==> src/rtl/counter_array_pkg.sv <==
// Constants, field layouts and carrier types of the counter array block.
// Assumes a 32-bit classic Wishbone slave port with byte addresses.
package counter_array_pkg;

   localparam int N_MOD = 5;

   // Register byte addresses
   localparam logic [7:0] ADR_CTRL   = 8'h00;
   localparam logic [7:0] ADR_TLOW   = 8'h08;
   localparam logic [7:0] ADR_THIGH  = 8'h0c;
   // Per-module window: address bits [7:4] select, bits [3:0] are the offset
   localparam logic [3:0] MOD_FIRST  = 4'h2;
   localparam logic [3:0] OFS_MODE   = 4'h0;
   localparam logic [3:0] OFS_CLOW   = 4'h4;
   localparam logic [3:0] OFS_CHIGH  = 4'h8;
   localparam logic [3:0] OFS_DUTY   = 4'hc;

   // Control register fields
   localparam int CTRL_RUN_BIT  = 0;
   localparam int CTRL_SEL_LSB  = 1;
   localparam int CTRL_FLAG_LSB = 8;

   // Mode register fields
   localparam int MODE_IRQ_BIT   = 0;
   localparam int MODE_PWM_BIT   = 1;
   localparam int MODE_MATCH_BIT = 3;
   localparam int MODE_CE_BIT    = 6;

   // Timer source dividers, one per clock select code
   localparam logic [7:0] DIV_SEL0 = 8'h01;
   localparam logic [7:0] DIV_SEL1 = 8'h04;
   localparam logic [7:0] DIV_SEL2 = 8'h0c;
   localparam logic [7:0] DIV_SEL3 = 8'h40;

   // Reset values and the timer low-byte maximum
   localparam logic [15:0] TIMER_RST = 16'h0000;
   localparam logic [7:0]  BYTE_RST  = 8'h00;
   localparam logic [31:0] WORD_RST  = 32'h0000_0000;
   localparam logic [7:0]  LOW_MAX   = 8'hff;

   typedef logic [N_MOD-1:0] mod_vec_t;

   typedef struct packed {
      logic compare_enable;
      logic match_enable;
      logic pwm_mode;
      logic module_event_irq_enable;
   } module_mode_t;

   localparam module_mode_t MODE_RST = '{default: 1'b0};

   typedef struct packed {
      logic        cyc;
      logic        stb;
      logic        we;
      logic [7:0]  adr;
      logic [3:0]  sel;
      logic [31:0] dat;
   } wb_req_t;

   typedef struct packed {
      logic [7:0] duty_active_byte;
      logic       match;
      logic       pin;
   } chan_state_t;

endpackage

==> src/rtl/compare_pwm_channel.sv <==
// One compare / pulse-width module sharing the array timer.
// Assumes timer, update and rollover strobes come from the same clock.
`timescale 1ns/1ps
module compare_pwm_channel (
   input  wire logic                         clock,
   input  wire logic                         rst_n,
   input  wire counter_array_pkg::module_mode_t mode,
   input  wire logic [7:0]                   compare_low_byte,
   input  wire logic [7:0]                   compare_high_byte,
   input  wire logic [15:0]                  timer,
   input  wire logic                         timer_upd,
   input  wire logic                         rollover,
   output logic                              match,
   output logic                              pwm_pin,
   output logic [7:0]                        duty_active_byte
);

   counter_array_pkg::chan_state_t st_r;
   counter_array_pkg::chan_state_t st_nxt;
   logic                           pwm_on;

   always_comb begin
      st_nxt = st_r;
      pwm_on = mode.pwm_mode & mode.compare_enable;
      if (rollover) begin
         st_nxt.duty_active_byte = compare_high_byte;
      end
      // Only checked once per new timer value so a match pulses once
      st_nxt.match = mode.compare_enable & mode.match_enable & timer_upd
                     & (timer == {compare_high_byte, compare_low_byte});
      st_nxt.pin = pwm_on & (timer[7:0] >= st_r.duty_active_byte);
   end

   always_ff @(posedge clock or negedge rst_n) begin
      if (!rst_n) begin
         st_r <= '{duty_active_byte: counter_array_pkg::BYTE_RST, match: 1'b0, pin: 1'b0};
      end else begin
         st_r <= st_nxt;
      end
   end

   assign match            = st_r.match;
   assign pwm_pin          = st_r.pin;
   assign duty_active_byte = st_r.duty_active_byte;

endmodule

==> src/rtl/counter_array.sv <==
// Counter array: shared 16-bit timer, compare and PWM modules, Wishbone slave.
// Assumes a classic Wishbone master on the same clock; pins go off-chip.
//
// Summary of operation
// Module is a 16-bit compare timer when compare-enable and match bits set.
// Timer matches compare pair; request raised when flag and enable both set.
// Software loads nonzero compare bytes before enabling compare.
// Writing low compare byte clears that module's compare-enable.
// Writing high compare byte sets that module's compare-enable.
// Software writes low compare byte first, then high byte.
// Compare-enable stays readable and writable in the mode register.
// Every module can drive PWM; all share one timer frequency.
// Timer clock source selection sets the PWM period of all modules.
// PWM pin low while timer low byte below duty byte, else high.
// Duty byte reloaded from high compare byte when low byte rolls over.
// PWM enabled only with pulse-width mode and compare-enable both set.
// Shared timer is high and low byte, readable, resets to zero.
// Match sets the module event flag, held until software clears it.
// PWM waveform drives the module's dedicated output pin.
//
// Local design decisions: the Wishbone interface to the registers and the register addresses.
`timescale 1ns/1ps
module counter_array (
   input  wire logic                          clock,
   input  wire logic                          rst_n,
   input  wire counter_array_pkg::wb_req_t    wb_req,
   output logic [31:0]                        wb_dat_r,
   output logic                               wb_ack,
   output logic                               event_irq,
   output logic [counter_array_pkg::N_MOD-1:0] pwm_pin
);

   localparam int N = counter_array_pkg::N_MOD;

   typedef struct packed {
      logic                                       ack;
      logic [31:0]                                rdata;
      logic                                       run;
      logic [1:0]                                 clk_sel;
      logic [7:0]                                 div_cnt;
      logic                                       upd;
      logic [15:0]                                timer;
      counter_array_pkg::mod_vec_t                flags;
      logic                                       irq;
      counter_array_pkg::module_mode_t [N-1:0]    mode;
      logic [N-1:0][7:0]                          cmp_lo;
      logic [N-1:0][7:0]                          cmp_hi;
   } top_state_t;

   top_state_t                  st_r;
   top_state_t                  st_nxt;
   counter_array_pkg::mod_vec_t match;
   logic [N-1:0][7:0]           duty;
   logic                        rollover;
   logic                        tick;
   logic [7:0]                  div_lim;
   logic                        rd_req;
   logic                        wr_req;
   logic [31:0]                 rd_word;
   logic [7:0]                  in_mode;
   counter_array_pkg::mod_vec_t flag_clr;
   counter_array_pkg::mod_vec_t irq_en;
   logic [3:0]                  mod_sel;
   logic [3:0]                  mod_ofs;

   // Timer source select feeds the enable-pulse divider
   always_comb begin
      unique case (st_r.clk_sel)
         2'd0: div_lim = counter_array_pkg::DIV_SEL0;
         2'd1: div_lim = counter_array_pkg::DIV_SEL1;
         2'd2: div_lim = counter_array_pkg::DIV_SEL2;
         2'd3: div_lim = counter_array_pkg::DIV_SEL3;
      endcase
   end

   assign tick     = st_r.run & (st_r.div_cnt >= div_lim - 8'h01);
   assign rollover = tick & (st_r.timer[7:0] == counter_array_pkg::LOW_MAX);

   always_comb begin
      st_nxt   = st_r;
      rd_word  = counter_array_pkg::WORD_RST;
      in_mode  = 8'h00;
      flag_clr = '0;
      irq_en   = '0;
      mod_sel  = wb_req.adr[7:4];
      mod_ofs  = wb_req.adr[3:0];
      rd_req   = wb_req.cyc & wb_req.stb & ~st_r.ack;
      wr_req   = wb_req.cyc & wb_req.stb & st_r.ack & wb_req.we;

      // Shared timer and its divider
      if (st_r.run) begin
         if (tick) begin
            st_nxt.div_cnt = 8'h00;
            st_nxt.timer   = st_r.timer + 16'h0001;
         end else begin
            st_nxt.div_cnt = st_r.div_cnt + 8'h01;
         end
      end
      st_nxt.upd = tick;

      // Read multiplexer
      if (wb_req.adr == counter_array_pkg::ADR_CTRL) begin
         rd_word[counter_array_pkg::CTRL_RUN_BIT] = st_r.run;
         rd_word[counter_array_pkg::CTRL_SEL_LSB +: 2] = st_r.clk_sel;
         rd_word[counter_array_pkg::CTRL_FLAG_LSB +: N] = st_r.flags;
      end else if (wb_req.adr == counter_array_pkg::ADR_TLOW) begin
         rd_word[7:0] = st_r.timer[7:0];
      end else if (wb_req.adr == counter_array_pkg::ADR_THIGH) begin
         rd_word[7:0] = st_r.timer[15:8];
      end
      for (int i = 0; i < N; i++) begin
         if (mod_sel == counter_array_pkg::MOD_FIRST + 4'(i)) begin
            if (mod_ofs == counter_array_pkg::OFS_MODE) begin
               rd_word[counter_array_pkg::MODE_IRQ_BIT] =
                  st_r.mode[i].module_event_irq_enable;
               rd_word[counter_array_pkg::MODE_PWM_BIT] = st_r.mode[i].pwm_mode;
               rd_word[counter_array_pkg::MODE_MATCH_BIT] = st_r.mode[i].match_enable;
               rd_word[counter_array_pkg::MODE_CE_BIT] = st_r.mode[i].compare_enable;
            end else if (mod_ofs == counter_array_pkg::OFS_CLOW) begin
               rd_word[7:0] = st_r.cmp_lo[i];
            end else if (mod_ofs == counter_array_pkg::OFS_CHIGH) begin
               rd_word[7:0] = st_r.cmp_hi[i];
            end else if (mod_ofs == counter_array_pkg::OFS_DUTY) begin
               rd_word[7:0] = duty[i];
            end
         end
      end

      // Bus handshake: ack one cycle after the request, data registered
      st_nxt.ack = rd_req;
      if (rd_req) begin
         st_nxt.rdata = rd_word;
      end

      // Register writes at the edge where the master samples ack
      if (wr_req) begin
         if (wb_req.adr == counter_array_pkg::ADR_CTRL) begin
            if (wb_req.sel[0]) begin
               st_nxt.run     = wb_req.dat[counter_array_pkg::CTRL_RUN_BIT];
               st_nxt.clk_sel = wb_req.dat[counter_array_pkg::CTRL_SEL_LSB +: 2];
               st_nxt.div_cnt = 8'h00;
            end
            if (wb_req.sel[1]) begin
               flag_clr = wb_req.dat[counter_array_pkg::CTRL_FLAG_LSB +: N];
            end
         end else if (wb_req.sel[0] && !st_r.run) begin
            // Timer is preset only while stopped
            if (wb_req.adr == counter_array_pkg::ADR_TLOW) begin
               st_nxt.timer[7:0] = wb_req.dat[7:0];
            end else if (wb_req.adr == counter_array_pkg::ADR_THIGH) begin
               st_nxt.timer[15:8] = wb_req.dat[7:0];
            end
         end
         for (int i = 0; i < N; i++) begin
            if (mod_sel == counter_array_pkg::MOD_FIRST + 4'(i) && wb_req.sel[0]) begin
               in_mode = wb_req.dat[7:0];
               if (mod_ofs == counter_array_pkg::OFS_MODE) begin
                  st_nxt.mode[i].module_event_irq_enable =
                     in_mode[counter_array_pkg::MODE_IRQ_BIT];
                  st_nxt.mode[i].pwm_mode = in_mode[counter_array_pkg::MODE_PWM_BIT];
                  st_nxt.mode[i].match_enable = in_mode[counter_array_pkg::MODE_MATCH_BIT];
                  st_nxt.mode[i].compare_enable = in_mode[counter_array_pkg::MODE_CE_BIT];
               end else if (mod_ofs == counter_array_pkg::OFS_CLOW) begin
                  st_nxt.cmp_lo[i] = in_mode;
                  st_nxt.mode[i].compare_enable = 1'b0;
               end else if (mod_ofs == counter_array_pkg::OFS_CHIGH) begin
                  st_nxt.cmp_hi[i] = in_mode;
                  st_nxt.mode[i].compare_enable = 1'b1;
               end
            end
         end
      end

      // Event flags: a new match wins over a clear in the same cycle
      st_nxt.flags = (st_r.flags & ~flag_clr) | match;
      for (int i = 0; i < N; i++) begin
         irq_en[i] = st_r.mode[i].module_event_irq_enable;
      end
      st_nxt.irq = |(st_r.flags & irq_en);
   end

   always_ff @(posedge clock or negedge rst_n) begin
      if (!rst_n) begin
         st_r.ack     <= 1'b0;
         st_r.rdata   <= counter_array_pkg::WORD_RST;
         st_r.run     <= 1'b0;
         st_r.clk_sel <= 2'd0;
         st_r.div_cnt <= 8'h00;
         st_r.upd     <= 1'b0;
         st_r.timer   <= counter_array_pkg::TIMER_RST;
         st_r.flags   <= '0;
         st_r.irq     <= 1'b0;
         st_r.mode    <= {N{counter_array_pkg::MODE_RST}};
         st_r.cmp_lo  <= {N{counter_array_pkg::BYTE_RST}};
         st_r.cmp_hi  <= {N{counter_array_pkg::BYTE_RST}};
      end else begin
         st_r <= st_nxt;
      end
   end

   // One compare / PWM module per channel, all on the shared timer
   for (genvar g = 0; g < N; g++) begin : g_mod
      compare_pwm_channel u_chan (
         .clock             (clock),
         .rst_n             (rst_n),
         .mode              (st_r.mode[g]),
         .compare_low_byte  (st_r.cmp_lo[g]),
         .compare_high_byte (st_r.cmp_hi[g]),
         .timer             (st_r.timer),
         .timer_upd         (st_r.upd),
         .rollover          (rollover),
         .match             (match[g]),
         .pwm_pin           (pwm_pin[g]),
         .duty_active_byte  (duty[g])
      );
   end

   assign wb_ack    = st_r.ack;
   assign wb_dat_r  = st_r.rdata;
   assign event_irq = st_r.irq;

endmodule

==> config.mk <==
export PLATFORM = sky130hd
export DESIGN_NAME = counter_array
export DESIGN_NICKNAME = d
export VERILOG_FILES = /design/src/rtl/counter_array_pkg.sv /design/src/rtl/compare_pwm_channel.sv /design/src/rtl/counter_array.sv
export SDC_FILE = /design/constraint.sdc
export NUM_CORES = 1
export LEC_CHECK = 0
export ABC_AREA = 1
export BUFFER_PORTS_ARGS = -buffer_cell sky130_fd_sc_hd__buf_2
export CAP_MARGIN = 15
export CORE_MARGIN = 4
export CORE_UTILIZATION = 33
export CTS_BUF_LIST = sky130_fd_sc_hd__clkbuf_4
export DETAILED_ROUTE_END_ITERATION = 8
export SLEW_MARGIN = 25
export SYNTH_ARGS = -nofsm -noshare
export SYNTH_HDL_FRONTEND = slang
export SYNTH_HIERARCHICAL = 1
export SYNTH_SLANG_ARGS = --single-unit
==> constraint.sdc <==
create_clock -name clock -period 4.1 [get_ports clock]
set_input_delay 0.615 -clock clock [delete_from_list [all_inputs] [get_ports clock]]
set_output_delay 0.615 -clock clock [all_outputs]
set_load 0.02 [all_outputs]
# After elaboration in Yosys (flattened, before gate mapping)
# Cells that the tools add are included.
dict set report word_totals {
  reg_bits 198
  latchBits 0
  ramBits 0
  mem_bits_ro 0
  input_bits 49
  out_inout_bits 39
  elab_cells 230
  mem_count 0
}
dict set report op_classes {
  add_sub_neg 3
  multipliers 0
  div 0
  magnitude_cmp 6
  n_eq_ne 19
  n_shift 0
  n_mux 77
  bitwise 38
  reduce_logical 33
}
# operator n
set op_table {}
lappend op_table {{8-bit 2-to-1 mux} 32}
lappend op_table {{16-bit equality test} 5}
lappend op_table {{16-bit 2-to-1 mux} 5}
lappend op_table {{8-bit greater-or-equal comparator} 6}
lappend op_table {{3-bit AND reduction} 11}
lappend op_table {{8-bit case mux with 4 select lines} 1}
lappend op_table {{1-bit bitwise AND} 31}
lappend op_table {{5-bit 2-to-1 mux} 5}
lappend op_table {{5-bit AND reduction} 5}
lappend op_table {{1-bit 2-to-1 mux} 23}
lappend op_table {{2-bit 2-to-1 mux} 10}
lappend op_table {{4-bit AND reduction} 5}
lappend op_table {{16-bit by 1-bit adder with 16-bit output (second input constant)} 1}
lappend op_table {{4-bit by 3-bit equality test with 1-bit output (second input constant)} 4}
lappend op_table {{8-bit by 4-bit equality test with 1-bit output (second input constant)} 2}
lappend op_table {{5-bit bitwise AND} 2}
lappend op_table {{8-bit by 1-bit adder with 8-bit output (second input constant)} 1}
lappend op_table {{4-bit by 2-bit equality test with 1-bit output (second input constant)} 2}
lappend op_table {{4-bit equality test (second input constant)} 2}
lappend op_table {{8-bit equality test (second input constant)} 1}
lappend op_table {{8-bit zero test} 1}
lappend op_table {{8-bit by 1-bit subtractor with 8-bit output (second input constant)} 1}
lappend op_table {{1-bit logical AND} 6}
lappend op_table {{5-bit NOT} 1}
lappend op_table {{other kinds (10)} 13}

# Longest topological paths before layout
# Gate-level depths: netlist of run 1.
dict set report depth {
  word_depth 31
  mapped_depth 37
  mapped_depth_nobuf 37
}

# Cells and area by module
# Netlist of run 1, hierarchy kept.
# mod instances cells_each area_each_um2 seq_area_each_um2
set modules_own_cells {}
lappend modules_own_cells {counter_array 1 1121 8441.8 3703.6}
lappend modules_own_cells {compare_pwm_channel 5 135 850.8 250.2}

# Least setup slack after synthesis of run 1
# No wires, ideal clock.
dict set report synth_timing {
  path_kind {register to register}
  start {register st_r[132] (netlist bit)}
  end {register g_mod[0].u_chan.st_r (netlist bit g_mod[0].u_chan/duty_active_byte[1])}
  setup_time_ns 0.129
  arrival_ns 3.770
  required_time_ns 3.971
  slack_ns 0.201
  path_stages_with_launch 17
  n_path_buf 1
  period_less_slack_ns 3.899
  path_cell_list {dfrtp_1 -> nor2_1 -> inv_1 -> ha_1 -> inv_1 -> a21boi_1 -> o21a_1 -> o21a_1 -> o211ai_1 -> nand3_1 -> a21o_1 -> nand2_1 -> nor2_1 -> inv_1 -> nor3_1 -> buf_2 -> o21ai_0}
}
dict set report synth_via {
  elab_chain_len 6
  elab_cells_between_ends 9
  classes_between {add/sub (1); order compare (1); eq/ne (3); mux (1); bitwise (2); reduce/logical (1)}
}
# element line
set synth_lines {}
lappend synth_lines {{from (decl)} counter_array.sv:50} ;# top_state_t st_r;
lappend synth_lines {{from (signal assigned)} counter_array.sv:197} ;# st_r <= st_nxt;
lappend synth_lines {{2-bit equality test (tied with other cells)} counter_array.sv:68} ;# unique case (st_r.clk_sel)
lappend synth_lines {{8-bit case mux with 4 select lines *} counter_array.sv:68}
lappend synth_lines {{8-bit by 1-bit subtractor with 8-bit output *} counter_array.sv:76} ;# assign tick = st_r.run & (st_r.div_cnt >= div_lim - 8'h01);
lappend synth_lines {{8-bit greater-or-equal comparator *} counter_array.sv:76}
lappend synth_lines {{1-bit bitwise AND *} counter_array.sv:76}
lappend synth_lines {{1-bit bitwise AND *} counter_array.sv:77} ;# assign rollover = tick & (st_r.timer[7:0] == counter_array_pkg::LOW_MAX);
lappend synth_lines {{via rollover} counter_array.sv:54} ;# logic rollover;
lappend synth_lines {{to (signal assigned)} compare_pwm_channel.sv:36} ;# st_r <= '{duty_active_byte: counter_array_pkg::BYTE_RST, match: 1'b0, pin: 1'b0};
lappend synth_lines {{to (signal assigned)} compare_pwm_channel.sv:38} ;# st_r <= st_nxt;
lappend synth_lines {{to (decl)} compare_pwm_channel.sv:18} ;# counter_array_pkg::chan_state_t st_r;
# The timed path passes the listed nets; every way through them passes the cells marked *. The select of a mux whose other input is x is not followed.
# A chain may end at the register's enable or synchronous reset.

==> flow_summary.ini, run 1 <==
[power_and_ir_drop]
finalPower_mw = 4.77
power_per_cell_area_mw_per_mm2 = 347
cellLeakagePower_nw = 7.48
vdd.ir_drop.worst_uv = 195

[place]
dp_wirelength_um = 28500
place.gp.congestion = 0.926
place.port_buffers = 47
placed_instances = 2326

[final_layout]
most_frequent_cells_in_the_layout = 562 x sky130_fd_sc_hd__nand2_1, 268 x sky130_fd_sc_hd__inv_1, 236 x sky130_fd_sc_hd__o21ai_0
mostFrequentLayoutCell = sky130_fd_sc_hd__nand2_1
final_core_utilization_pct = 36.3
nNetsFinal = 1933
layout-area-overhead-vs-synth_pct = 8.31
final_layout_size_suffix_gt1_share_pct = 9.31
num-fill-cells = 4069
final_cells = 2359

[critical_path]
setup_crit_path_kind = register to register
worstPathMaxFanout = 13
cp_data_arrival_time_ns = 4.11
most_used_cell_cp = sky130_fd_sc_hd__nand3_1
reg2reg_depth = 24
worst_setup_path_start_kind = register
crit_path_end_kind = register
cp_slowest_stage_delay_ns = 0.48
regToRegSetupSlack_ns = 0.50
worstReg2RegStart = st_r[132]
first_element_of_the_critical_path = st_r[132]
crit_path_cell_trace = nor2_1 -> inv_1 -> ha_1 -> inv_1 -> a21boi_1 -> o21a_1 -> o21a_1 -> o211ai_1 -> nand3_1 -> a21o_1 -> nand2_1 -> inv_4 -> nand2_1 -> nor2_2 -> nand3_1 -> nor3_2 -> nand3_1 -> nor2_2 -> nand3_1 -> nor2_1 -> nand2_1 -> xor2_1 -> mux2i_1 -> inv_1
cp_slowest_cell = sky130_fd_sc_hd__dfrtp_1
worstPathRequired_ns = 4.61

[job]
max_cap_violations = 0

[timing]
max_freq_ghz = 0.278
final_hold_viol_count = 0
fin_crit_ns = 3.60
fin_skew_ns = 0.0345
final.period_utilization_pct = 87.8
timing_worst_slew_pin_value_ns = 1.01
timing.final.setup_violations = 0
setup_repair_after_global_routing_missed_its_margin = no
final_max_slew_viol_count = 0
finalSetupTns_ns = 0
max-slew-margin-rel_pct = 32.6

[floorplanning]
floorplan.initialDensity_pct = 33.5
fp.coreArea_mm2 = 0.0378
floorplan.io_pins = 88
die_w_um = 204
die_y_um = 204
die_area_mm2 = 0.0417
row_count = 71

[min_path]
timing.hold.worst.class = input port to async pin

[synth]
avgSynthCellArea_um2 = 7.07
seq_area_frac_synth_pct = 39.0
ys.flop_type = sky130_fd_sc_hd__dfrtp_1
ys.warnings.count = 6
synth.cell_area_mm2 = 0.0127
number_of_library_cell_types_mapped_by_synthesis = 51
synth-edff-count = 0
synth.top_cells.by_area = sky130_fd_sc_hd__dfrtp_1 39%, sky130_fd_sc_hd__nand2_1 17%, sky130_fd_sc_hd__o21ai_0 9.3%
synth_top_cell_by_area = sky130_fd_sc_hd__dfrtp_1
netlist_instances = 1796
synth.ff_latch_count = 198
post_synth_top_area_share_pct = 39.0
synthArstFlopShare_pct = 100

[clock_network]
clk_latency_ns = 0.63
cts.sinks = 198
post-cts-setup-buffer-count = 0
path_clk_slew_ns = 0.17
ctsResizeCount = 0
ctsHoldBuffers = 0
maximum_level_of_the_cts_h_tree = 4
cts_tree = yes
cts-buffers-inserted = 17
max-clock-path-buffers = 2
cts.root.buffer_cell = sky130_fd_sc_hd__clkbuf_4

[route]
drt_iter0_drc = 1142
dr_total_vias = 11600
ant_nets = 0
drt_pre_antenna_iters = 8
drt-wirelength-per-cell_um = 17.8
avgViaCountPerCell = 4.93
wl_um = 42100
drc = 0

[global_route]
global_route_wire_length_before_repair_um = 64800
grt_overflow = 0
first_global_vias = 11000
antenna_found_initial = 2
grt_use_total_pct = 20.2
grt_max_degree = 112

[status]
outcome = finished clean
==> layout make-up <==
cell class | instances | area, um^2 | area share (%)
Multi-Input combinational cell | 1239 | 6220 | 45.2
Sequential cell | 198 | 4950 | 36.0
Inverter | 293 | 1100 | 8.03
Tap cell | 511 | 639 | 4.65
Timing Repair Buffer | 85 | 556 | 4.04
Clock inverter | 14 | 140 | 1.02
Clock buffer | 18 | 135 | 0.983
Antenna cell | 1 | 2.50 | 0.0182
==> per-layer routing <==
layer	wire (um)	vias up	global-route usage, %	share of wire, %
met5	10	-	0	0.024
met4	1380	2	7.15	3.3
met3	3430	75	3.65	8.1
met2	18900	459	32.2	45
met1	18400	5439	27.8	44
li1	-	5658	-	-
==> report_power, final <==
| part | internal [mW] | switching, mW |
|---|---|---|
| registers | 2.05 | 0.0794 |
| clock network | 0.327 | 0.762 |
| logic | 0.472 | 1.08 |
| total | 2.85 | 1.92 |
==> logic make-up (layout without fill, tap and decap cells) <==
family	count (synthesis)	after routing	share of synthesized area, %
compound gates	359	359	15.3
xor+xnor	40	40	2.76
fa+ha+maj	50	50	4.93
buf+inv	377	410	12.6
flops	198	198	39.0
mux	14	14	1.15
other cells	2	21	0.0592
simple gates	756	756	24.2
==> worst paths after layout <==
path                              to
min in group clock         st_r[109]
max in group asynchronous   st_r[41]
min reg2reg                st_r[102]
max reg2reg                st_r[121]
max                        st_r[121]
min                        st_r[127]
==> through the flow <==
step	cell area (um^2)	setup WS, ns	hold slack (ns)
finish	13800	0.500	0.0215
global route	13800	0.0546	0.0541
CTS	13700	0.455	0.0630
detailed placement	13500	0.460	0.421
global placement	13500	0.471	0.413
floorplan	12800	0.201	0.319
==> synthesized netlist by cell type (all sizes together), types with 3 or more instances <==
library cell and instances:
nand2 570, inv 292, o21ai 271, dfrtp 198
nor2 97, nand3 57, buf 52, ha 50
a21oi 36, clkbuf 32, xor2 28, nor3 18
o211ai 12, xnor2 12, a21o 11, a31oi 9
mux2i 9, nand4 8, o22ai 6, a21boi 5
mux2 5, o21bai 3, or2 3
==> sequential cells by signal (all words and copies together) (netlist names) <==
register                       count
st_r                             128
wb_dat_r                          13
wb_ack                             1
g_mod.u_chan/match                 5
g_mod.u_chan/duty_active_byte     40
irq_en                             5
event_irq                          1
g_mod.u_chan/pwm_pin               5
==> critical path: cells and delay by family (launching register included) <==
family	cells	cell delay [ns]
AND/OR/NAND/NOR	12	1.58
AO/OA/AOI/OAI	5	0.53
flip-flops	1	0.48
buffers and inverters	4	0.33
adder cells (fa/ha/maj)	1	0.27
XOR/XNOR	1	0.17
multiplexers	1	0.13
(Power assumes the default switching activity.)
==> run 2: changes to the inputs <==
ABC_AREA = 0   (was 1)
CORE_ASPECT_RATIO = 1.2   (was unset)
==> run 2 against run 1 <==
Clock skew is essentially flat. Synthesized cell count shrank 37%. Critical path depth shrank 14. Global-route usage shrank 1.3 points. Wire length shrank 16%. Hold slack is essentially flat. Sequential power shrank 6%. Combinational power shrank 79%. Core utilization shrank 0.46 points. Setup slack gained 0.36 ns. Clock-buffer cell count grew 1. Critical endpoint is now g_mod[3].u_chan/duty_active_byte[0].
==> flow_summary.ini, run 2 <==
[synth]
synth-edff-count = 0
synthMostInstantiatedCell = sky130_fd_sc_hd__dfrtp_1
avgSynthCellArea_um2 = 10.2
synth.ff_latch_count = 198
synth.cell_area_mm2 = 0.0116
synth_top_cell_by_area = sky130_fd_sc_hd__dfrtp_1
post_synth_top_area_share_pct = 42.6
synthArstFlopShare_pct = 100
ys.warnings.count = 6
seq_area_frac_synth_pct = 42.6
number_of_library_cell_types_mapped_by_synthesis = 64
ys.flop_type = sky130_fd_sc_hd__dfrtp_1
netlist_instances = 1139
synth.cells.most_frequent = 198 x sky130_fd_sc_hd__dfrtp_1, 121 x sky130_fd_sc_hd__mux2_2, 93 x sky130_fd_sc_hd__nand2_1
synth.top_cells.by_area = sky130_fd_sc_hd__dfrtp_1 43%, sky130_fd_sc_hd__mux2_2 12%, sky130_fd_sc_hd__xnor2_1 6.1%

[timing]
timing.final.setup_violations = 0
final_hold_viol_count = 0
final_max_slew_viol_count = 0
max_freq_ghz = 0.309
timing_worst_slew_pin_value_ns = 1.03
finalSetupTns_ns = 0
fin_skew_ns = 0.0349
fin_crit_ns = 3.24
final.period_utilization_pct = 79.0
setup_repair_after_global_routing_missed_its_margin = no
holdWs_ns = 0.0215
max-slew-margin-rel_pct = 31.5

[job]
max_cap_violations = 0

[clock_network]
cts.root.buffer_cell = sky130_fd_sc_hd__clkbuf_4
clk_latency_ns = 0.63
path_clk_slew_ns = 0.17
cts-buffers-inserted = 17
post-cts-setup-buffer-count = 0
maximum_level_of_the_cts_h_tree = 4
cts.sinks = 198
max-clock-path-buffers = 2
cts_tree = yes
ctsResizeCount = 0
ctsHoldBuffers = 0

[min_path]
timing.hold.worst.class = input port to async pin

[final_layout]
nNetsFinal = 1267
final_layout_size_suffix_gt1_share_pct = 21.8
mostFrequentLayoutCell = sky130_fd_sc_hd__dfrtp_1
layout-area-overhead-vs-synth_pct = 7.73
most_frequent_cells_in_the_layout = 198 x sky130_fd_sc_hd__dfrtp_1, 121 x sky130_fd_sc_hd__mux2_2, 93 x sky130_fd_sc_hd__nand2_1
register_containing_the_most_flip_flops_in_the_final_layout = st_r
largest_reg_flops = 128

[global_route]
antenna_found_initial = 2
first_global_vias = 8749
grt_max_degree = 95
grt_use_total_pct = 18.9
global_route_wire_length_before_repair_um = 54300
grt_overflow = 0

[route]
wl_met3_um = 1980
routedLengthMet1_um = 15000
drt_iter0_drc = 696
route.top_layer_used = met5
ant_nets = 0
wl_um = 35500
detailroute.wirelength.met2_um = 17200
drt_pre_antenna_iters = 5
avgViaCountPerCell = 5.35
drt-wirelength-per-cell_um = 21.6
dr_total_vias = 8790
drc = 0

[floorplanning]
die_w_um = 179
floorplan.initialDensity_pct = 33.3
die_y_um = 214
row_count = 75
die_area_mm2 = 0.0383
fp.coreArea_mm2 = 0.0349
floorplan.io_pins = 88

[critical_path]
first_element_of_the_critical_path = st_r[132]
regToRegSetupSlack_ns = 0.86
worstReg2RegStart = st_r[132]
setup_crit_path_kind = register to register
cp_data_arrival_time_ns = 3.76
worstPathMaxFanout = 75
crit_path_end_kind = register
worstPathRequired_ns = 4.62
worst_setup_path_start_kind = register

[place]
place.gp.congestion = 0.967
place.port_buffers = 47
dp_wirelength_um = 25300

[power_and_ir_drop]
vdd.ir_drop.worst_uv = 154
cellLeakagePower_nw = 5.86
power_per_cell_area_mw_per_mm2 = 263

[status]
outcome = finished clean
## run 2: cell types whose count changed after synthesis, moves of 33 or more
cell                      delta
sky130_fd_sc_hd__nand2_1   -469
sky130_fd_sc_hd__nand3_1    -41
sky130_fd_sc_hd__inv_1     -217
sky130_fd_sc_hd__xnor2_1    +69
sky130_fd_sc_hd__o21ai_1    -33
sky130_fd_sc_hd__mux2_2    +121
sky130_fd_sc_hd__o21ai_0   -145
## run 2: power by group
part           internal [mW]  total, mW  switching (mW)
clock                  0.259      0.966           0.707
combinational         0.0949      0.324           0.229
sequential              1.98       2.00          0.0247
total                   2.33       3.29           0.961
## run 2: worst paths after layout
kind,end,depth (start not counted)
max,g_mod[3].u_chan/duty_active_byte[0],10
min,g_mod[3].u_chan/duty_active_byte[0],1
max reg2reg,g_mod[3].u_chan/duty_active_byte[0],10
min reg2reg,st_r[101],1
max in group asynchronous,st_r[65],2
min in group clock,st_r[104],3
## run 2: area by class of cell
type	count	area, um^2
Fill cell	3535	22400
Multi-Input combinational cell	830	6120
Sequential cell	198	4950
Tap cell	462	578
Timing Repair Buffer	69	434
Inverter	52	195
Clock buffer	19	143
Clock inverter	13	100
Antenna cell	1	2.50
## run 2: routing by layer
layer	global-route usage, %	vias up
met5	0	-
met4	7.65	2
met3	3.28	68
met2	31.9	299
met1	24.2	4394
li1	-	4027
## run 2: cell families (layout without fill, tap and decap cells)
family / after synthesis / in the layout / share of synthesized area (%)
mux: 153 / 153 / 15.1
xor+xnor: 102 / 102 / 7.68
fa+ha+maj: 50 / 50 / 5.38
flops: 198 / 198 / 42.6
buf+inv: 129 / 153 / 5.48
other cells: 2 / 21 / 0.0646
compound gates: 214 / 214 / 10.9
simple gates: 291 / 291 / 12.7
## run 2: critical path: stages, from the launching register on
cell and delay [ns]:
sky130_fd_sc_hd__dfrtp_1 0.47, sky130_fd_sc_hd__or2_2 0.33, sky130_fd_sc_hd__ha_1 0.28, sky130_fd_sc_hd__nor2b_1 0.04, sky130_fd_sc_hd__o21ai_0 0.21, sky130_fd_sc_hd__a41oi_1 0.15, sky130_fd_sc_hd__buf_4 0.21, sky130_fd_sc_hd__or2_2 0.35
sky130_fd_sc_hd__nor4_4 0.34, sky130_fd_sc_hd__buf_12 0.35, sky130_fd_sc_hd__mux2_2 0.38
## run 2: stage by stage
stage	util, %	total power, mW	cells	worst slack [ns]	area [um^2]
finish	35.9	3.29	1644	0.860	12500
global route	35.9	3.43	1644	0.736	12500
floorplan	-	2.23	1157	0.415	11700
global placement	35.2	2.36	1611	0.908	12300
detailed placement	35.2	2.36	1611	0.842	12300
CTS	35.9	3.32	1643	0.890	12500
